**src/hw/gfc_pkg.sv**
```systemverilog
// package: constants shared by the gated frequency counter files
package gfc_pkg;

	// ============================================================
	// register map (wishbone byte addresses)
	localparam logic [3:0] ADDR_CTRL   = 4'h0;
	localparam logic [3:0] ADDR_STATUS = 4'h4;
	localparam logic [3:0] ADDR_RESULT = 4'h8;

	// ============================================================
	// field positions
	localparam int CTRL_RUN_BIT      = 0;
	localparam int CTRL_LONG_BIT     = 1;
	localparam int STAT_NEW_BIT      = 0;
	localparam int STAT_GATE_BIT     = 1;
	localparam int STAT_LONG_BIT     = 2;
	localparam int STAT_PRESET_LSB   = 4;

	// ============================================================
	// reset values
	localparam logic [1:0] CTRL_RESET   = 2'h0;
	localparam logic [1:0] PRESET_RESET = 2'h0;

	// ============================================================
	// prescaler states and presets
	localparam logic [1:0] PRESC_TOP     = 2'h3;
	localparam logic [1:0] PRESC_ZERO    = 2'h0;
	localparam logic [1:0] PRESET_AFT_30 = 2'h3;
	localparam logic [1:0] PRESET_AFT_03 = 2'h1;

	// ============================================================
	// gate timing: counted in reference periods by bcd divider digits
	localparam int         REF_KHZ        = 10;
	localparam int         GATE_SHORT_MS  = 40;
	localparam int         GATE_LONG_MS   = 400;
	localparam int         SHORT_TICKS    = GATE_SHORT_MS * REF_KHZ;
	localparam int         LONG_TICKS     = GATE_LONG_MS * REF_KHZ;
	localparam logic [3:0] SHORT_END_DIG  = 4'(SHORT_TICKS / 100);
	localparam logic [3:0] LONG_END_DIG   = 4'(LONG_TICKS / 1000);

	// ============================================================
	// top decade presets, digit wrap
	localparam logic [3:0] TOP_PRESET_SHORT = 4'h2;
	localparam logic [3:0] TOP_PRESET_LONG  = 4'h0;
	localparam logic [3:0] BCD_MAX          = 4'h9;

	// measurement phases
	typedef enum logic [1:0] {PH_GATE, PH_STORE, PH_SET, PH_RESTART} gfc_phase_t;

endpackage

```
**src/hw/gfc_decade.sv**
```systemverilog
// file: one bcd decade with enable, carry, preset, latch and 7-segment decoder
`timescale 1ns/1ps
`default_nettype none

module gfc_decade (
	// clock and reset
	input  wire logic       core_clk_i,
	input  wire logic       resetn_i,
	// counting
	input  wire logic       inc_i,
	input  wire logic       load_i,
	input  wire logic [3:0] load_val_i,
	input  wire logic       store_i,
	output logic            carry_o,
	output logic      [3:0] cnt_o,
	// display
	output logic      [3:0] latch_o,
	output logic      [6:0] seg_o
);

	logic [3:0] cnt_r, cnt_nxt, latch_r, latch_nxt;
	logic [6:0] seg_r, seg_nxt;

	// ============================================================
	// count, load and latch next values
	always_comb begin
		cnt_nxt   = cnt_r;
		latch_nxt = latch_r;
		carry_o   = inc_i && (cnt_r == gfc_pkg::BCD_MAX);
		if (load_i) begin
			cnt_nxt = load_val_i;
		end else if (inc_i) begin
			cnt_nxt = (cnt_r == gfc_pkg::BCD_MAX) ? 4'h0 : cnt_r + 4'h1;
		end
		if (store_i) begin
			latch_nxt = cnt_r;
		end
		// segments gfedcba, driven from the new latch value
		case (latch_nxt)
			4'h0: seg_nxt = 7'h3f;
			4'h1: seg_nxt = 7'h06;
			4'h2: seg_nxt = 7'h5b;
			4'h3: seg_nxt = 7'h4f;
			4'h4: seg_nxt = 7'h66;
			4'h5: seg_nxt = 7'h6d;
			4'h6: seg_nxt = 7'h7d;
			4'h7: seg_nxt = 7'h07;
			4'h8: seg_nxt = 7'h7f;
			4'h9: seg_nxt = 7'h6f;
			default: seg_nxt = 7'h00;
		endcase
	end

	// registers
	always_ff @(posedge core_clk_i) begin
		if (!resetn_i) begin
			cnt_r   <= 4'h0;
			latch_r <= 4'h0;
			seg_r   <= 7'h3f;
		end else begin
			cnt_r   <= cnt_nxt;
			latch_r <= latch_nxt;
			seg_r   <= seg_nxt;
		end
	end

	assign cnt_o   = cnt_r;
	assign latch_o = latch_r;
	assign seg_o   = seg_r;

endmodule // gfc_decade

`default_nettype wire

```
**src/hw/gfc_div10.sv**
```systemverilog
// file: one divide-by-ten stage of the gate timing chain
`timescale 1ns/1ps
`default_nettype none

module gfc_div10 (
	// clock and reset
	input  wire logic       core_clk_i,
	input  wire logic       resetn_i,
	// control
	input  wire logic       clr_i,
	input  wire logic       en_i,
	// state
	output logic      [3:0] q_o,
	output logic            carry_o
);

	logic [3:0] q_r, q_nxt;

	// next state; carry is a one-cycle enable for the next stage
	always_comb begin
		q_nxt   = q_r;
		carry_o = en_i && (q_r == gfc_pkg::BCD_MAX);
		if (clr_i) begin
			q_nxt = 4'h0;
		end else if (en_i) begin
			q_nxt = (q_r == gfc_pkg::BCD_MAX) ? 4'h0 : q_r + 4'h1;
		end
	end

	always_ff @(posedge core_clk_i) begin
		if (!resetn_i) begin
			q_r <= 4'h0;
		end else begin
			q_r <= q_nxt;
		end
	end

	assign q_o = q_r;

endmodule // gfc_div10

`default_nettype wire

```
**src/hw/gfc_top.sv**
```systemverilog
// file: gated frequency counter top with prescaler, gate control and wishbone slave
//
// Added by the designer: the Wishbone register port and the placing of the registers.
`timescale 1ns/1ps
`default_nettype none

module gfc_top #(
	parameter int NUM_DEC = 5
) (
	// clock and reset
	input  wire logic                  core_clk_i,
	input  wire logic                  resetn_i,
	// pins
	input  wire logic                  carrier_i,
	input  wire logic                  ref_10k_i,
	// control signals out
	output logic                       gate_o,
	output logic                       store_o,
	output logic                       set_o,
	// display
	output logic [4*NUM_DEC-1:0]       bcd_o,
	output logic [7*NUM_DEC-1:0]       seg_o,
	// wishbone slave
	input  wire logic                  wb_cyc_i,
	input  wire logic                  wb_stb_i,
	input  wire logic                  wb_we_i,
	input  wire logic [3:0]            wb_adr_i,
	input  wire logic [3:0]            wb_sel_i,
	input  wire logic [31:0]           wb_dat_i,
	output logic [31:0]                wb_dat_o,
	output logic                       wb_ack_o
);

	// ============================================================
	// pin synchronisers and edge detection
	logic [2:0] car_s_r, ref_s_r;
	logic       car_edge, ref_tick;

	// stage 1 feeds only stage 2; stage 3 is for edge finding
	always_ff @(posedge core_clk_i) begin
		if (!resetn_i) begin
			car_s_r <= 3'h0;
			ref_s_r <= 3'h0;
		end else begin
			car_s_r <= {car_s_r[1], car_s_r[0], carrier_i};
			ref_s_r <= {ref_s_r[1], ref_s_r[0], ref_10k_i};
		end
	end
	assign car_edge = car_s_r[1] && !car_s_r[2];
	assign ref_tick = ref_s_r[1] && !ref_s_r[2];

	// ============================================================
	// gate timing chain
	logic [3:0] ch_q [4];
	logic [4:0] ch_en;
	logic       ch_clr;
	gfc_pkg::gfc_phase_t phase_r, phase_nxt;

	// chain only runs while the gate is open, so digits freeze at close
	assign ch_en[0] = ref_tick && (phase_r == gfc_pkg::PH_GATE);
	assign ch_clr   = ref_tick && (phase_r == gfc_pkg::PH_RESTART);

	genvar gi;
	generate
		for (gi = 0; gi < 4; gi++) begin : g_chain
			gfc_div10 u_div (
				.core_clk_i (core_clk_i),
				.resetn_i   (resetn_i),
				.clr_i      (ch_clr),
				.en_i       (ch_en[gi]),
				.q_o        (ch_q[gi]),
				.carry_o    (ch_en[gi+1])
			);
		end
	endgenerate

	// ============================================================
	// measurement sequencer and gate flop
	logic       gate_r, gate_nxt, long_r, long_nxt;
	logic       run_r, run_nxt, lreq_r, lreq_nxt;
	logic       gate_end, store_pls, set_pls;

	// short path is blocked in long mode; long closes at count four thousand
	assign gate_end = long_r ? (ch_q[3] == gfc_pkg::LONG_END_DIG)
	                         : (ch_q[2] == gfc_pkg::SHORT_END_DIG);
	assign store_pls = ref_tick && (phase_r == gfc_pkg::PH_STORE);
	assign set_pls   = ref_tick && (phase_r == gfc_pkg::PH_SET);

	always_comb begin
		phase_nxt = phase_r;
		gate_nxt  = gate_r;
		long_nxt  = long_r;
		case (phase_r)
			gfc_pkg::PH_GATE: begin
				if (gate_end) begin
					gate_nxt  = 1'b0;
					phase_nxt = gfc_pkg::PH_STORE;
				end
			end
			gfc_pkg::PH_STORE: begin
				if (ref_tick) phase_nxt = gfc_pkg::PH_SET;
			end
			gfc_pkg::PH_SET: begin
				if (ref_tick) begin
					long_nxt  = lreq_r;
					phase_nxt = gfc_pkg::PH_RESTART;
				end
			end
			gfc_pkg::PH_RESTART: begin
				// stopped by software: wait here with the gate shut
				if (ref_tick && run_r) begin
					gate_nxt  = 1'b1;
					phase_nxt = gfc_pkg::PH_GATE;
				end
			end
			default: phase_nxt = gfc_pkg::PH_RESTART;
		endcase
	end

	always_ff @(posedge core_clk_i) begin
		if (!resetn_i) begin
			phase_r <= gfc_pkg::PH_RESTART;
			gate_r  <= 1'b0;
			long_r  <= 1'b0;
		end else begin
			phase_r <= phase_nxt;
			gate_r  <= gate_nxt;
			long_r  <= long_nxt;
		end
	end

	// ============================================================
	// 4:1 prescaler and last-digit compensation
	logic [1:0] presc_r, presc_nxt, psel_r, psel_nxt;
	logic       mem3_r, mem3_nxt, mem0_r, mem0_nxt;
	logic       clr3_r, clr3_nxt, clr0_r, clr0_nxt;
	logic       presc_adv, presc_out, pls_30, pls_03;

	assign presc_adv = car_edge && gate_r;
	assign presc_out = presc_adv && (presc_r == gfc_pkg::PRESC_TOP);
	// direction pulses: new memory set while the other still holds
	assign pls_30 = store_pls && (presc_r == gfc_pkg::PRESC_ZERO) && mem3_r;
	assign pls_03 = store_pls && (presc_r == gfc_pkg::PRESC_TOP) && mem0_r;

	always_comb begin
		presc_nxt = presc_r;
		psel_nxt  = psel_r;
		mem3_nxt  = mem3_r;
		mem0_nxt  = mem0_r;
		clr3_nxt  = 1'b0;
		clr0_nxt  = 1'b0;
		if (set_pls) begin
			presc_nxt = psel_r;
		end else if (presc_adv) begin
			presc_nxt = presc_r + 2'h1;
		end
		// delayed clear of the opposite memory, one cycle late
		if (clr3_r) mem3_nxt = 1'b0;
		if (clr0_r) mem0_nxt = 1'b0;
		if (store_pls && presc_r == gfc_pkg::PRESC_TOP) begin
			mem3_nxt = 1'b1;
			clr0_nxt = 1'b1;
		end
		if (store_pls && presc_r == gfc_pkg::PRESC_ZERO) begin
			mem0_nxt = 1'b1;
			clr3_nxt = 1'b1;
		end
		if (pls_30) psel_nxt = gfc_pkg::PRESET_AFT_30;
		if (pls_03) psel_nxt = gfc_pkg::PRESET_AFT_03;
	end

	always_ff @(posedge core_clk_i) begin
		if (!resetn_i) begin
			presc_r <= 2'h0;
			psel_r  <= gfc_pkg::PRESET_RESET;
			mem3_r  <= 1'b0;
			mem0_r  <= 1'b0;
			clr3_r  <= 1'b0;
			clr0_r  <= 1'b0;
		end else begin
			presc_r <= presc_nxt;
			psel_r  <= psel_nxt;
			mem3_r  <= mem3_nxt;
			mem0_r  <= mem0_nxt;
			clr3_r  <= clr3_nxt;
			clr0_r  <= clr0_nxt;
		end
	end

	// ============================================================
	// result decades
	logic [NUM_DEC:0]     dec_inc;
	logic [4*NUM_DEC-1:0] dec_cnt;
	logic [3:0]           top_pre;

	assign dec_inc[0] = presc_out;
	// preset follows the selection being taken at this set pulse
	assign top_pre = lreq_r ? gfc_pkg::TOP_PRESET_LONG : gfc_pkg::TOP_PRESET_SHORT;

	generate
		for (gi = 0; gi < NUM_DEC; gi++) begin : g_dec
			// one counter, latch and decoder per digit
			gfc_decade u_dec (
				.core_clk_i (core_clk_i),
				.resetn_i   (resetn_i),
				.inc_i      (dec_inc[gi]),
				.load_i     (set_pls),
				.load_val_i ((gi == NUM_DEC-1) ? top_pre : 4'h0),
				.store_i    (store_pls),
				.carry_o    (dec_inc[gi+1]),
				.cnt_o      (dec_cnt[4*gi +: 4]),
				.latch_o    (bcd_o[4*gi +: 4]),
				.seg_o      (seg_o[7*gi +: 7])
			);
		end
	endgenerate

	// ============================================================
	// wishbone slave: one registered ack, the cycle after the strobe, registered read data
	logic        ack_r, ack_nxt, new_r, new_nxt;
	logic [31:0] rd_r, rd_nxt;
	logic        wb_req, wb_wr;

	assign wb_req = wb_cyc_i && wb_stb_i && !ack_r;
	assign wb_wr  = wb_req && wb_we_i && wb_sel_i[0];

	always_comb begin
		ack_nxt  = wb_req;
		rd_nxt   = 32'h0;
		run_nxt  = run_r;
		lreq_nxt = lreq_r;
		new_nxt  = new_r;
		if (wb_wr && wb_adr_i == gfc_pkg::ADDR_CTRL) begin
			run_nxt  = wb_dat_i[gfc_pkg::CTRL_RUN_BIT];
			lreq_nxt = wb_dat_i[gfc_pkg::CTRL_LONG_BIT];
		end
		// write one clears; a store in the same cycle wins
		if (wb_wr && wb_adr_i == gfc_pkg::ADDR_STATUS && wb_dat_i[gfc_pkg::STAT_NEW_BIT]) new_nxt = 1'b0;
		if (store_pls) new_nxt = 1'b1;
		if (wb_req && !wb_we_i) begin
			case (wb_adr_i)
				gfc_pkg::ADDR_CTRL: begin
					rd_nxt[gfc_pkg::CTRL_RUN_BIT]  = run_r;
					rd_nxt[gfc_pkg::CTRL_LONG_BIT] = lreq_r;
				end
				gfc_pkg::ADDR_STATUS: begin
					rd_nxt[gfc_pkg::STAT_NEW_BIT]                          = new_r;
					rd_nxt[gfc_pkg::STAT_GATE_BIT]                         = gate_r;
					rd_nxt[gfc_pkg::STAT_LONG_BIT]                         = long_r;
					rd_nxt[gfc_pkg::STAT_PRESET_LSB +: 2]                  = psel_r;
				end
				gfc_pkg::ADDR_RESULT: rd_nxt[4*NUM_DEC-1:0] = bcd_o;
				default: rd_nxt = 32'h0;
			endcase
		end
	end

	always_ff @(posedge core_clk_i) begin
		if (!resetn_i) begin
			ack_r  <= 1'b0;
			rd_r   <= 32'h0;
			run_r  <= gfc_pkg::CTRL_RESET[gfc_pkg::CTRL_RUN_BIT];
			lreq_r <= gfc_pkg::CTRL_RESET[gfc_pkg::CTRL_LONG_BIT];
			new_r  <= 1'b0;
		end else begin
			ack_r  <= ack_nxt;
			rd_r   <= rd_nxt;
			run_r  <= run_nxt;
			lreq_r <= lreq_nxt;
			new_r  <= new_nxt;
		end
	end

	assign wb_ack_o = ack_r;
	assign wb_dat_o = rd_r;
	assign gate_o   = gate_r;
	assign store_o  = store_pls;
	assign set_o    = set_pls;

	// ============================================================
	// assertions
	property p_closed_gate_frozen;
		@(posedge core_clk_i) disable iff (!resetn_i)
		(!gate_r && !set_pls) |=> $stable(presc_r);
	endproperty
	a_closed_gate_frozen: assert property (p_closed_gate_frozen) else $error("prescaler moved with gate shut");

	property p_presc_out;
		@(posedge core_clk_i) disable iff (!resetn_i)
		presc_out |=> (presc_r == 2'h0) && (dec_cnt[3:0] != $past(dec_cnt[3:0]));
	endproperty
	a_presc_out: assert property (p_presc_out) else $error("prescaler wrap did not advance units");

	property p_mem_set;
		@(posedge core_clk_i) disable iff (!resetn_i)
		(store_pls && presc_r == 2'h3) |=> mem3_r ##1 !mem0_r;
	endproperty
	a_mem_set: assert property (p_mem_set) else $error("state three not memorised");

	property p_mem_clear;
		@(posedge core_clk_i) disable iff (!resetn_i)
		(store_pls && presc_r == 2'h0 && mem3_r) |=> (mem0_r && mem3_r && psel_r == 2'h3) ##1 !mem3_r;
	endproperty
	a_mem_clear: assert property (p_mem_clear) else $error("delayed memory clear wrong");

	property p_preset;
		@(posedge core_clk_i) disable iff (!resetn_i)
		set_pls |=> presc_r == $past(psel_r);
	endproperty
	a_preset: assert property (p_preset) else $error("prescaler not preset");

	property p_long_close;
		@(posedge core_clk_i) disable iff (!resetn_i)
		($fell(gate_r) && long_r) |-> (ch_q[3] == 4'h4) && (ch_q[2] == 4'h0);
	endproperty
	a_long_close: assert property (p_long_close) else $error("long gate closed at wrong count");

	property p_short_close;
		@(posedge core_clk_i) disable iff (!resetn_i)
		($fell(gate_r) && !long_r) |-> (ch_q[2] == 4'h4) && (ch_q[3] == 4'h0);
	endproperty
	a_short_close: assert property (p_short_close) else $error("short gate closed at wrong count");

	property p_sel_only_at_set;
		@(posedge core_clk_i) disable iff (!resetn_i)
		!set_pls |=> $stable(long_r);
	endproperty
	a_sel_only_at_set: assert property (p_sel_only_at_set) else $error("gate time changed mid cycle");

	property p_top_preset;
		@(posedge core_clk_i) disable iff (!resetn_i)
		set_pls |=> dec_cnt[4*NUM_DEC-1 -: 4] == (long_r ? 4'h0 : 4'h2) && dec_cnt[3:0] == 4'h0;
	endproperty
	a_top_preset: assert property (p_top_preset) else $error("decade preset wrong");

	property p_store_latch;
		@(posedge core_clk_i) disable iff (!resetn_i)
		store_pls |=> (bcd_o == $past(dec_cnt)) && !gate_r;
	endproperty
	a_store_latch: assert property (p_store_latch) else $error("latch missed counts");

endmodule // gfc_top

`default_nettype wire

```
**config.mk**
```make
export PLATFORM = sky130hd
export DESIGN_NAME = gfc_top
export DESIGN_NICKNAME = d
export VERILOG_FILES = /design/src/hw/gfc_pkg.sv /design/src/hw/gfc_decade.sv /design/src/hw/gfc_div10.sv /design/src/hw/gfc_top.sv
export SDC_FILE = /design/constraint.sdc
export NUM_CORES = 1
export LEC_CHECK = 0
export ABC_AREA = 1
export BUFFER_PORTS_ARGS = -buffer_cell sky130_fd_sc_hd__buf_2
export CORE_UTILIZATION = 45
export DETAILED_ROUTE_END_ITERATION = 16
export HOLD_SLACK_MARGIN = 0.03
export PLACE_DENSITY = 0.72
export SYNTH_ARGS = -nofsm -noshare
export SYNTH_HDL_FRONTEND = slang
export SYNTH_SLANG_ARGS = --single-unit
```
**constraint.sdc**
```tcl
create_clock -name core_clk_i -period 4.8 [get_ports core_clk_i]
set_input_delay 0 -clock core_clk_i [delete_from_list [all_inputs] [get_ports core_clk_i]]
set_output_delay 0 -clock core_clk_i [all_outputs]
set_load 0.01 [all_outputs]
```
==> impl_metrics.env, run 1 <==
export IMPL_numCtsBuffers=17
export IMPL_chipWidth_um=118
export IMPL_crit_slowest_cell="o21ai_0"
export IMPL_drive_above_1_share_pct=19.7
export IMPL_clockPowerShare_pct=47.8
export IMPL_drc_errors=0
export IMPL_p_sw_share_pct=24.7
export IMPL_hold_path_end="wb_dat_o[0]"
export IMPL_cts_setup_buffers=0
export IMPL_portBuffers=92
export IMPL_setup_viol=0
export IMPL_r2r_cells=11
export IMPL_insertion_delay_ns=0.42
export IMPL_hold_start="wb_cyc_i"
export IMPL_critPathTopFamily="compound AO/OA/AOI/OAI gates"
export IMPL_synth_cells=788
export IMPL_clkTransAtPathRegs_ns=0.06
export IMPL_fp_coreArea_sq_um=13200
export IMPL_skew_ns=0.00561
export IMPL_worstMarginPinSlew_ns=0.722
export IMPL_p_comb_share_pct=12.0
export IMPL_n_fill_cell=1226
export IMPL_synth_ff_latch_count=133
export IMPL_netlist_area_sq_um=6090
export IMPL_ys_warnings_count=0
export IMPL_max_stage_delay_ns=0.73
export IMPL_num_rows=42
export IMPL_whs_path_depth=5
export IMPL_yosysUniqueCellTypes=43
export IMPL_crit_buf_inv=3
export IMPL_grt_pass1_wl_um=21200
export IMPL_routabilityCongestion=0.807
export IMPL_io_pins=138
export IMPL_ys_async_sr_fraction_pct=0
export IMPL_die_y_um=118
export IMPL_finalHoldWorstSlack_ns=0.0599
export IMPL_start_util_pct=46.0
export IMPL_ys_seq_area_share_pct=43.7
export IMPL_syn_to_final_growth_pct=20.5
export IMPL_status="finished, final reports clean"
export IMPL_fin_crit_sh_pct=53.7
export IMPL_antenna_found_initial=0
export IMPL_crit_required_ns=5.15
export IMPL_dieArea_sq_um=14000
export IMPL_yosys_area_top_type="dfxtp_1"
export IMPL_hpwl_um=8650
export IMPL_sequentialPowerShare_pct=40.2
export IMPL_synth_area_per_cell_sq_um=7.73
export IMPL_grt_max_degree=40
export IMPL_routed_wl_um=12500
export IMPL_worstPathArrival_ns=2.92
export IMPL_hold_viol=0
export IMPL_dr_pass1_iters=4
export IMPL_clock_path_buffers=2
export IMPL_grt_overflow_total=0
export IMPL_grt_pass1_vias=4597
export IMPL_critical_path_class="flip-flop to flip-flop"
export IMPL_drtIter0Drc=298
export IMPL_peakVddDrop_mv=0.215
export IMPL_rr_endpoint="g_dec[0].u_dec.seg_o[6]"
export IMPL_wl_per_cell_um=11.5
export IMPL_hold_path_class="input port to flip-flop"
export IMPL_vias_per_cell=4.70
export IMPL_nNetsFinal=974
export IMPL_grt_total_usage_pct=19.0
export IMPL_cts_root_buffer="clkbuf_16"
export IMPL_cp_start_kind="flip-flop"
export IMPL_ctsHtreeMaxLevel=4
export IMPL_cts_sink_count=133
export IMPL_cp_max_fo=39
export IMPL_crit_chain="inv_1 -> ha_1 -> nand2_4 -> o21ai_0 -> inv_1 -> ha_1 -> inv_1 -> nand2_1 -> nand2_1 -> nand2_1 -> a21oi_1"
export IMPL_rsz0062_at_grt="no"
export IMPL_n_antenna_cell=0
export IMPL_power_density_nw_per_um2=400
export IMPL_end_kind="flip-flop"
export IMPL_max_freq_mhz=388
export IMPL_cts_tree="built"
export IMPL_power_leakage_nw=3.39
export IMPL_setup_tns_ns=0
export IMPL_timing_rr_start="phase_r[1]"
export IMPL_ant_nets=0
export IMPL_num_vias=5078
export IMPL_synth_main_ff_cell="dfxtp_1"
export IMPL_ff2ff_setup_slack_ns=2.22
export IMPL_synthTopCellsByArea="dfxtp_1 44%, nand2_1 11%, ha_1 7.4%"
export IMPL_p_int_mw=2.21
export IMPL_synth_edff_count=0
export IMPL_fin_crit_ns=2.58
export IMPL_p_sw_uw=725
export IMPL_maxCapViolations=0
export IMPL_synth_top_area_share_pct=43.7
export IMPL_drv_slew=0
export IMPL_relSlewSlack_pct=51.4
[cell families (layout without fill, tap and decap cells)]
| group | Yosys count | count (layout) | synth area share [%] |
|---|---|---|---|
| simple gates | 337 | 337 | 24.5 |
| buf+inv | 151 | 256 | 11.1 |
| flops | 133 | 133 | 43.7 |
| compound gates | 125 | 125 | 12.6 |
| fa+ha+maj | 36 | 36 | 7.39 |
| xor+xnor | 5 | 5 | 0.719 |
| other cells | 1 | 12 | 0.0615 |
[per-layer routing]
layer | global-route usage (%) | routed length, um | vias up
met5 | 0 | 0 | -
met4 | 6.73 | 174 | 0
met3 | 4.83 | 537 | 16
met2 | 31.8 | 5950 | 111
met1 | 23.4 | 5800 | 2292
li1 | - | - | 2659
[final cells by class]
class / instances / area (sq um) / share of cell area [%]
clock buffers: 18 / 439 / 5.98
clock inverters: 14 / 208 / 2.83
inverters: 122 / 458 / 6.24
multi-input cells: 515 / 2800 / 38.1
flip-flops and latches: 133 / 2660 / 36.3
well taps: 176 / 220 / 3.00
repair buffers: 102 / 558 / 7.60
[sequential cells by signal (all words and copies together), names as in the netlist, 2 cells and up]
signal	count
ref_s_r	3
presc_r	2
g_dec.u_dec.cnt_o	20
g_dec.u_dec.seg_o	35
phase_r	2
car_s_r	3
psel_r	2
g_dec.u_dec.latch_o	20
wb_dat_o	20
g_chain.u_div.q_o	16
[synth_stat cells (2+ instances only)]
cell / n
o21ai_4: 6
xor2_1: 5
inv_2: 11
nor4_1: 2
buf_6: 6
o211ai_1: 6
a21oi_1: 39
buf_2: 5
nand4_1: 8
dfxtp_1: 133
o21ai_2: 10
nand2_2: 9
a31oi_1: 5
buf_4: 12
nor2_4: 4
o21ai_0: 45
or2_2: 2
nor3_1: 9
ha_1: 36
o22ai_1: 3
buf_1: 2
inv_1: 110
nand3_2: 2
nand2_4: 3
o21ai_1: 7
nand2_1: 175
nor2_1: 78
nor2_2: 3
nand3_1: 36
clkbuf_1: 3
[stage by stage]
| step | power [mW] | std cells | cell area [sq um] | utilization (%) | setup WS, ns |
|---|---|---|---|---|---|
| global placement | 1.54 | 1039 | 6610 | 49.9 | 2.32 |
| finish | 2.93 | 1080 | 7340 | 55.5 | 2.22 |
| global route | 3.07 | 1080 | 7340 | 55.5 | 1.94 |
| floorplan | 1.47 | 799 | 6130 | - | 2.72 |
| CTS | 2.96 | 1080 | 7340 | 55.5 | 2.24 |
| detailed placement | 1.55 | 1039 | 6610 | 49.9 | 2.29 |
[power by group through the flow]
stage               registers (mW)  clock network [mW]  logic [mW]
floorplan                     1.22                   0       0.247
global placement              1.20                   0       0.338
detailed placement            1.21                   0       0.343
CTS                           1.18                1.43       0.351
global route                  1.19                1.48       0.400
finish                        1.18                1.40       0.351
[how the worst max path moves through the flow]
stage / cells after the start / endpoint / slack [ns] / startpoint
floorplan: 13 / g_dec[0].u_dec.seg_o[6] / 2.72 / phase_r[1]
global placement: 9 / g_dec[1].u_dec.seg_o[3] / 2.32 / phase_r[1]
detailed placement: 11 / g_dec[0].u_dec.seg_o[6] / 2.29 / phase_r[1]
CTS: 11 / g_dec[0].u_dec.seg_o[6] / 2.24 / phase_r[1]
global route: 11 / g_dec[0].u_dec.seg_o[6] / 1.94 / phase_r[1]
finish: 11 / g_dec[0].u_dec.seg_o[6] / 2.22 / phase_r[1]
[timing repair]
item | 4_1_cts | 5_1_grt
hold buffers | 9 | 0
resized for setup | 0 | 0
endpoints found under the hold margin | 8 | 0
[worst min-delay path: cells and delay by family]
family | cells | cell delay (ns)
simple gates | 3 | 0.29
buf+inv | 2 | 0.14
[placed cells by master, fill, tap and decap left out, types with 11 or more instances in the layout]
cell | synthesis | routed
nor2_1 | 78 | 78
buf_2 | 5 | 92
dfxtp_1 | 133 | 133
nand2_1 | 175 | 175
clkbuf_16 | 0 | 17
inv_1 | 110 | 110
ha_1 | 36 | 36
inv_2 | 11 | 11
o21ai_0 | 45 | 45
a21oi_1 | 39 | 39
nand3_1 | 36 | 36
conb_1 | 1 | 12
(Power assumes the default switching activity.)
==> run 2: changes to the inputs <==
==> constraint.sdc (replaced) <==
create_clock -name core_clk_i -period 2.6 [get_ports core_clk_i]
set_input_delay 0 -clock core_clk_i [delete_from_list [all_inputs] [get_ports core_clk_i]]
set_output_delay 0 -clock core_clk_i [all_outputs]
set_load 0.01 [all_outputs]
==> run 2 against run 1 <==
  * Routed wire length up 0.94%
  * Sequential share of layout area down 0.17 points
  * Combinational power up 86%
  * Global-route usage down 0.057 points
  * Clock power up 79%
  * Cell area up 0.46%
  * Largest power group unchanged
  * Highest routed layer unchanged
==> impl_metrics.env, run 2 (synthesis results as in run 1) <==
export IMPL_crit_slowest_cell="dfxtp_1"
export IMPL_num_vias=5063
export IMPL_wl_per_cell_um=11.6
export IMPL_cp_common_cell="nand2_1"
export IMPL_insertion_delay_ns=0.42
export IMPL_seq_area_sq_um=2660
export IMPL_grt_overflow_total=0
export IMPL_max_freq_mhz=451
export IMPL_hold_viol=0
export IMPL_crit_buf_inv=3
export IMPL_grt_pass1_wl_um=20800
export IMPL_worstSetupStartpoint="phase_r[1]"
export IMPL_vias_per_cell=4.65
export IMPL_worstMarginPinSlew_ns=0.790
export IMPL_relSlewSlack_pct=46.7
export IMPL_crit_required_ns=2.97
export IMPL_dr_pass1_iters=4
export IMPL_timing_rr_start="phase_r[1]"
export IMPL_cp_max_fo=21
export IMPL_peakVddDrop_mv=0.428
export IMPL_multi_input_area_sq_um=2800
export IMPL_rsz0062_at_grt="no"
export IMPL_ant_nets=0
export IMPL_numCtsBuffers=17
export IMPL_max_stage_delay_ns=0.37
export IMPL_nNetsFinal=982
export IMPL_fin_crit_ns=2.22
export IMPL_clkTransAtPathRegs_ns=0.06
export IMPL_ctsHtreeMaxLevel=4
export IMPL_critical_path_class="flip-flop to flip-flop"
export IMPL_end_kind="flip-flop"
export IMPL_crit_chain="inv_1 -> ha_1 -> nand2_4 -> buf_4 -> nand2_1 -> o21ai_2 -> inv_2 -> ha_1 -> o21ai_0 -> nand2_1 -> nand2_1"
export IMPL_start_util_pct=46.0
export IMPL_largest_reg_flops=35
export IMPL_drc_errors=0
export IMPL_syn_to_final_growth_pct=21.1
export IMPL_clock_path_buffers=2
export IMPL_cts_root_buffer="clkbuf_16"
export IMPL_critPathTopFamily="adder cells"
export IMPL_die_y_um=118
export IMPL_n_fill_cell=1269
export IMPL_antenna_found_initial=0
export IMPL_fin_crit_sh_pct=85.3
export IMPL_layout_commonest_cell="nand2_1"
export IMPL_n_antenna_cell=0
export IMPL_worstPathArrival_ns=2.58
export IMPL_finalPower_mw=5.33
export IMPL_chipWidth_um=118
export IMPL_grt_max_degree=38
export IMPL_final_cell_mix="175 x nand2_1, 133 x dfxtp_1, 110 x inv_1"
export IMPL_hold_start="wb_adr_i[0]"
export IMPL_dieArea_sq_um=14000
export IMPL_cts_sink_count=133
export IMPL_num_rows=42
export IMPL_portBuffers=92
export IMPL_routed_wl_um=12600
export IMPL_drtIter0Drc=262
export IMPL_finalHoldWorstSlack_ns=0.0488
export IMPL_power_density_nw_per_um2=723
export IMPL_drive_above_1_share_pct=19.8
export IMPL_drv_slew=0
export IMPL_grt_pass1_vias=4523
export IMPL_hold_path_class="input port to flip-flop"
export IMPL_io_pins=138
export IMPL_cp_start_kind="flip-flop"
export IMPL_cts_setup_buffers=0
export IMPL_skew_ns=0.00940
export IMPL_fp_coreArea_sq_um=13200
export IMPL_power_leakage_nw=3.41
export IMPL_grt_total_usage_pct=18.9
export IMPL_maxCapViolations=0
export IMPL_cts_tree="built"
export IMPL_post_route_util_pct=55.7
export IMPL_setup_tns_ns=0
export IMPL_setup_viol=0
export IMPL_routabilityCongestion=0.857
export IMPL_hpwl_um=8760
export IMPL_status="finished, final reports clean"
[run 2: worst reg2reg max path, delay by kind of cell (launching register included)]
kind,cells,cell delay (ns)
buffers and inverters,3,0.51
adder cells (fa/ha/maj),2,0.55
AND/OR/NAND/NOR,4,0.44
flip-flops,1,0.37
AO/OA/AOI/OAI,2,0.29
[run 2: where the power goes]
group | internal, mW | switching, mW | total [mW]
combinational | 0.236 | 0.418 | 0.654
sequential | 2.13 | 0.0452 | 2.18
clock | 1.65 | 0.848 | 2.50
[run 2: final timing paths]
path	slack [ns]	depth (start not counted)	end
worst max-delay path	0.38	11	g_dec[3].u_dec.seg_o[3]
worst max register to register	0.38	11	g_dec[3].u_dec.seg_o[3]
worst min register to register	0.41	2	ref_s_r[1]
worst min-delay path	0.05	6	wb_dat_o[1]
[run 2: layout make-up]
type                       instances  area share [%]
timing repair buffer             110            8.41
inverter                         122            6.21
clock inverter                     9            2.04
sequential                       133            36.1
clock buffer                      23            6.34
multi-input combinational        515            37.9
tap                              176            2.99
[run 2: per-stage QoR]
| stage | cell area [sq um] | worst slack, ns | std cells |
|---|---|---|---|
| final | 7380 | 0.382 | 1088 |
| after CTS | 7380 | 0.372 | 1088 |
| after detailed placement | 6660 | 0.389 | 1046 |
| after global routing | 7380 | 0.142 | 1088 |
| after global placement | 6660 | 0.416 | 1046 |
| after floorplan | 6130 | 0.520 | 799 |
[run 2: timing repair]
item	in CTS	in global routing
endpoints found under the setup margin	0	0
endpoints found under the hold margin	8	0
hold buffers	10	0
resized for setup	0	0
[run 2: layer usage]
metal / vias to the layer above / GRT usage, % / wire length (um)
met2: 112 / 31.3 / 6010
met3: 15 / 4.49 / 527
met4: 0 / 8.01 / 171
met5: - / 0 / 0
met1: 2251 / 23.4 / 5880
li1: 2685 / - / -
==> run 3: changes to the inputs <==
--- a/config.mk
+++ b/config.mk
@@ -5,7 +5,7 @@
 export SDC_FILE = /design/constraint.sdc
 export NUM_CORES = 1
 export LEC_CHECK = 0
-export ABC_AREA = 1
+export ABC_AREA = 0
 export BUFFER_PORTS_ARGS = -buffer_cell sky130_fd_sc_hd__buf_2
 export CORE_UTILIZATION = 45
 export DETAILED_ROUTE_END_ITERATION = 16
==> run 3 against run 2 <==
  * Final cell count down 13%
  * Clock skew grew 0.0086 ns
  * Synthesized area up 1.4%
  * Fmax fell by 6.5%
  * Global-route usage grew 1.2 points
  * Critical path depth down 5
  * Highest routed layer unchanged
==> impl_metrics.env, run 3 <==
export IMPL_relSlewSlack_pct=62.5
export IMPL_endpoint="g_dec[1].u_dec.seg_o[0]"
export IMPL_routabilityCongestion=0.840
export IMPL_cp_max_fo=19
export IMPL_grt_total_usage_pct=20.2
export IMPL_ys_async_sr_fraction_pct=0
export IMPL_synth_main_ff_cell="dfxtp_1"
export IMPL_end_kind="flip-flop"
export IMPL_maxCapViolations=0
export IMPL_fin_crit_sh_pct=91.3
export IMPL_largest_reg_flops=35
export IMPL_syn_to_final_growth_pct=22.7
export IMPL_numCtsBuffers=17
export IMPL_max_freq_mhz=421
export IMPL_n_fill_cell=1121
export IMPL_cts_sink_count=133
export IMPL_synth_area_per_cell_sq_um=9.51
export IMPL_setup_viol=0
export IMPL_dr_max_layer_used="met4"
export IMPL_yosysUniqueCellTypes=67
export IMPL_peakVddDrop_mv=0.491
export IMPL_drv_slew=0
export IMPL_yosysMostFrequentCell="dfxtp_1"
export IMPL_die_y_um=119
export IMPL_rsz0062_at_grt="no"
export IMPL_vias_per_cell=5.21
export IMPL_wl_met3_um=533
export IMPL_hold_viol=0
export IMPL_start_util_pct=46.5
export IMPL_drc_errors=0
export IMPL_num_rows=42
export IMPL_skew_ns=0.0180
export IMPL_wl_per_cell_um=14.4
export IMPL_ys_seq_area_share_pct=43.1
export IMPL_multi_input_area_sq_um=3230
export IMPL_grt_pass1_wl_um=22600
export IMPL_r2r_cells=6
export IMPL_cts_setup_buffers=0
export IMPL_insertion_delay_ns=0.43
export IMPL_worstPathArrival_ns=2.72
export IMPL_ys_warnings_count=0
export IMPL_synthTopCellsByArea="dfxtp_1 43%, ha_1 7.3%, mux2i_1 4.5%"
export IMPL_dieArea_sq_um=14200
export IMPL_critical_path_class="flip-flop to flip-flop"
export IMPL_ctsHtreeMaxLevel=4
export IMPL_netlist_area_sq_um=6180
export IMPL_timing_rr_start="phase_r[0]"
export IMPL_grt_pass1_vias=4841
export IMPL_crit_required_ns=2.95
export IMPL_routed_wl_um=13700
export IMPL_cp_start_kind="flip-flop"
export IMPL_clkTransAtPathRegs_ns=0.06
export IMPL_chipWidth_um=119
export IMPL_setup_tns_ns=0
export IMPL_post_route_util_pct=57.0
export IMPL_grt_max_degree=23
export IMPL_power_density_nw_per_um2=632
export IMPL_status="finished, final reports clean"
export IMPL_cts_tree="built"
export IMPL_dr_pass1_iters=4
export IMPL_drive_above_1_share_pct=21.5
export IMPL_n_antenna_cell=0
export IMPL_clock_path_buffers=2
export IMPL_nNetsFinal=848
export IMPL_power_leakage_nw=3.40
export IMPL_cts_root_buffer="clkbuf_16"
export IMPL_worstSetupStartpoint="phase_r[0]"
export IMPL_synth_top_area_share_pct=43.1
export IMPL_synth_cells=650
export IMPL_grt_overflow_total=0
export IMPL_num_vias=4964
export IMPL_synth_edff_count=0
export IMPL_final_cell_mix="133 x dfxtp_1, 92 x buf_2, 57 x nor2_1"
export IMPL_portBuffers=92
export IMPL_layout_commonest_cell="dfxtp_1"
export IMPL_antenna_found_initial=1
export IMPL_synth_ff_latch_count=133
export IMPL_hpwl_um=9450
export IMPL_hold_path_class="input port to flip-flop"
export IMPL_seq_area_sq_um=2660
export IMPL_met1_length_um=6070
export IMPL_yosys_area_top_type="dfxtp_1"
export IMPL_fp_coreArea_sq_um=13300
export IMPL_netlist_top_cells_count="133 x dfxtp_1, 57 x nor2_1, 48 x nand2_1, 36 x ha_1, 35 x inv_1"
export IMPL_drtIter0Drc=290
export IMPL_finalHoldWorstSlack_ns=0.0389
export IMPL_ant_nets=0
export IMPL_io_pins=138
export IMPL_worstMarginPinSlew_ns=0.560
export IMPL_rr_endpoint="g_dec[1].u_dec.seg_o[0]"
export IMPL_ff2ff_setup_slack_ns=0.23
export IMPL_fin_crit_ns=2.37
export IMPL_dr_wl_met2_um=6780
[run 3: power breakdown]
part	internal [mW]	total, mW	switching (mW)
sequential	2.06	2.07	0.0152
clock	1.67	2.52	0.850
combinational	0.0802	0.205	0.125
[run 3: critical path: stages, from the launching register on]
cell and delay, ns:
dfxtp_1 0.39, ha_1 0.29, nand3b_4 0.38, buf_4 0.32
mux2i_4 0.37, mux2_2 0.38, o21ai_0 0.14
[run 3: timing repair]
action | 4_1_cts | 5_1_grt
resized for setup | 0 | 3
endpoints found under the setup margin | 0 | 3
hold buffers | 11 | 0
endpoints found under the hold margin | 17 | 0
[run 3: worst min-delay path by stage]
stage,end,slack [ns],from,cells after the start
6_report,run_r,0.04,wb_adr_i[0],5
5_1_grt,new_r,0.07,wb_adr_i[1],5
4_1_cts,wb_dat_o[1],0.04,wb_adr_i[3],5
3_5_place_dp,car_s_r[0],0.22,carrier_i,2
3_3_place_gp,car_s_r[0],0.21,carrier_i,2
2_1_floorplan,car_s_r[0],0.13,carrier_i,1
[run 3: routing by layer]
metal / vias up / GRT usage, %
met4: 0 / 10.8
li1: 2460 / -
met3: 26 / 4.79
met2: 109 / 33.4
met5: - / 0
met1: 2369 / 24.0
[run 3: cell type report]
class / instances / area share (%)
well taps: 176 / 2.91
clock buffers: 22 / 6.26
clock inverters: 8 / 1.96
multi-input cells: 456 / 42.7
inverters: 36 / 1.78
repair buffers: 121 / 9.31
flip-flops and latches: 133 / 35.1
[run 3: cell families (layout without fill, tap and decap cells)]
kind of cell / Yosys count / count (layout) / share of synthesized area, %
DFF: 133 / 133 / 43.1
AOI/OAI and AO/OA: 115 / 115 / 12.5
muxes: 43 / 43 / 8.22
other: 1 / 12 / 0.0607
adders and majority gates: 36 / 36 / 7.29
and+or+nand+nor: 234 / 234 / 20.9
xor gates and xnor gates: 16 / 16 / 2.27
buffers and inverters: 72 / 187 / 5.67
[run 3: per-stage QoR]
step                setup slack [ns]  area, sq um  total power, mW  instances
CTS                            0.125         7560             4.83        952
finish                         0.227         7580             4.79        952
global route                  0.0226         7580             4.94        952
global placement               0.282         6830             2.29        911
detailed placement             0.146         6830             2.31        911
floorplan                      0.207         6220             2.27        661
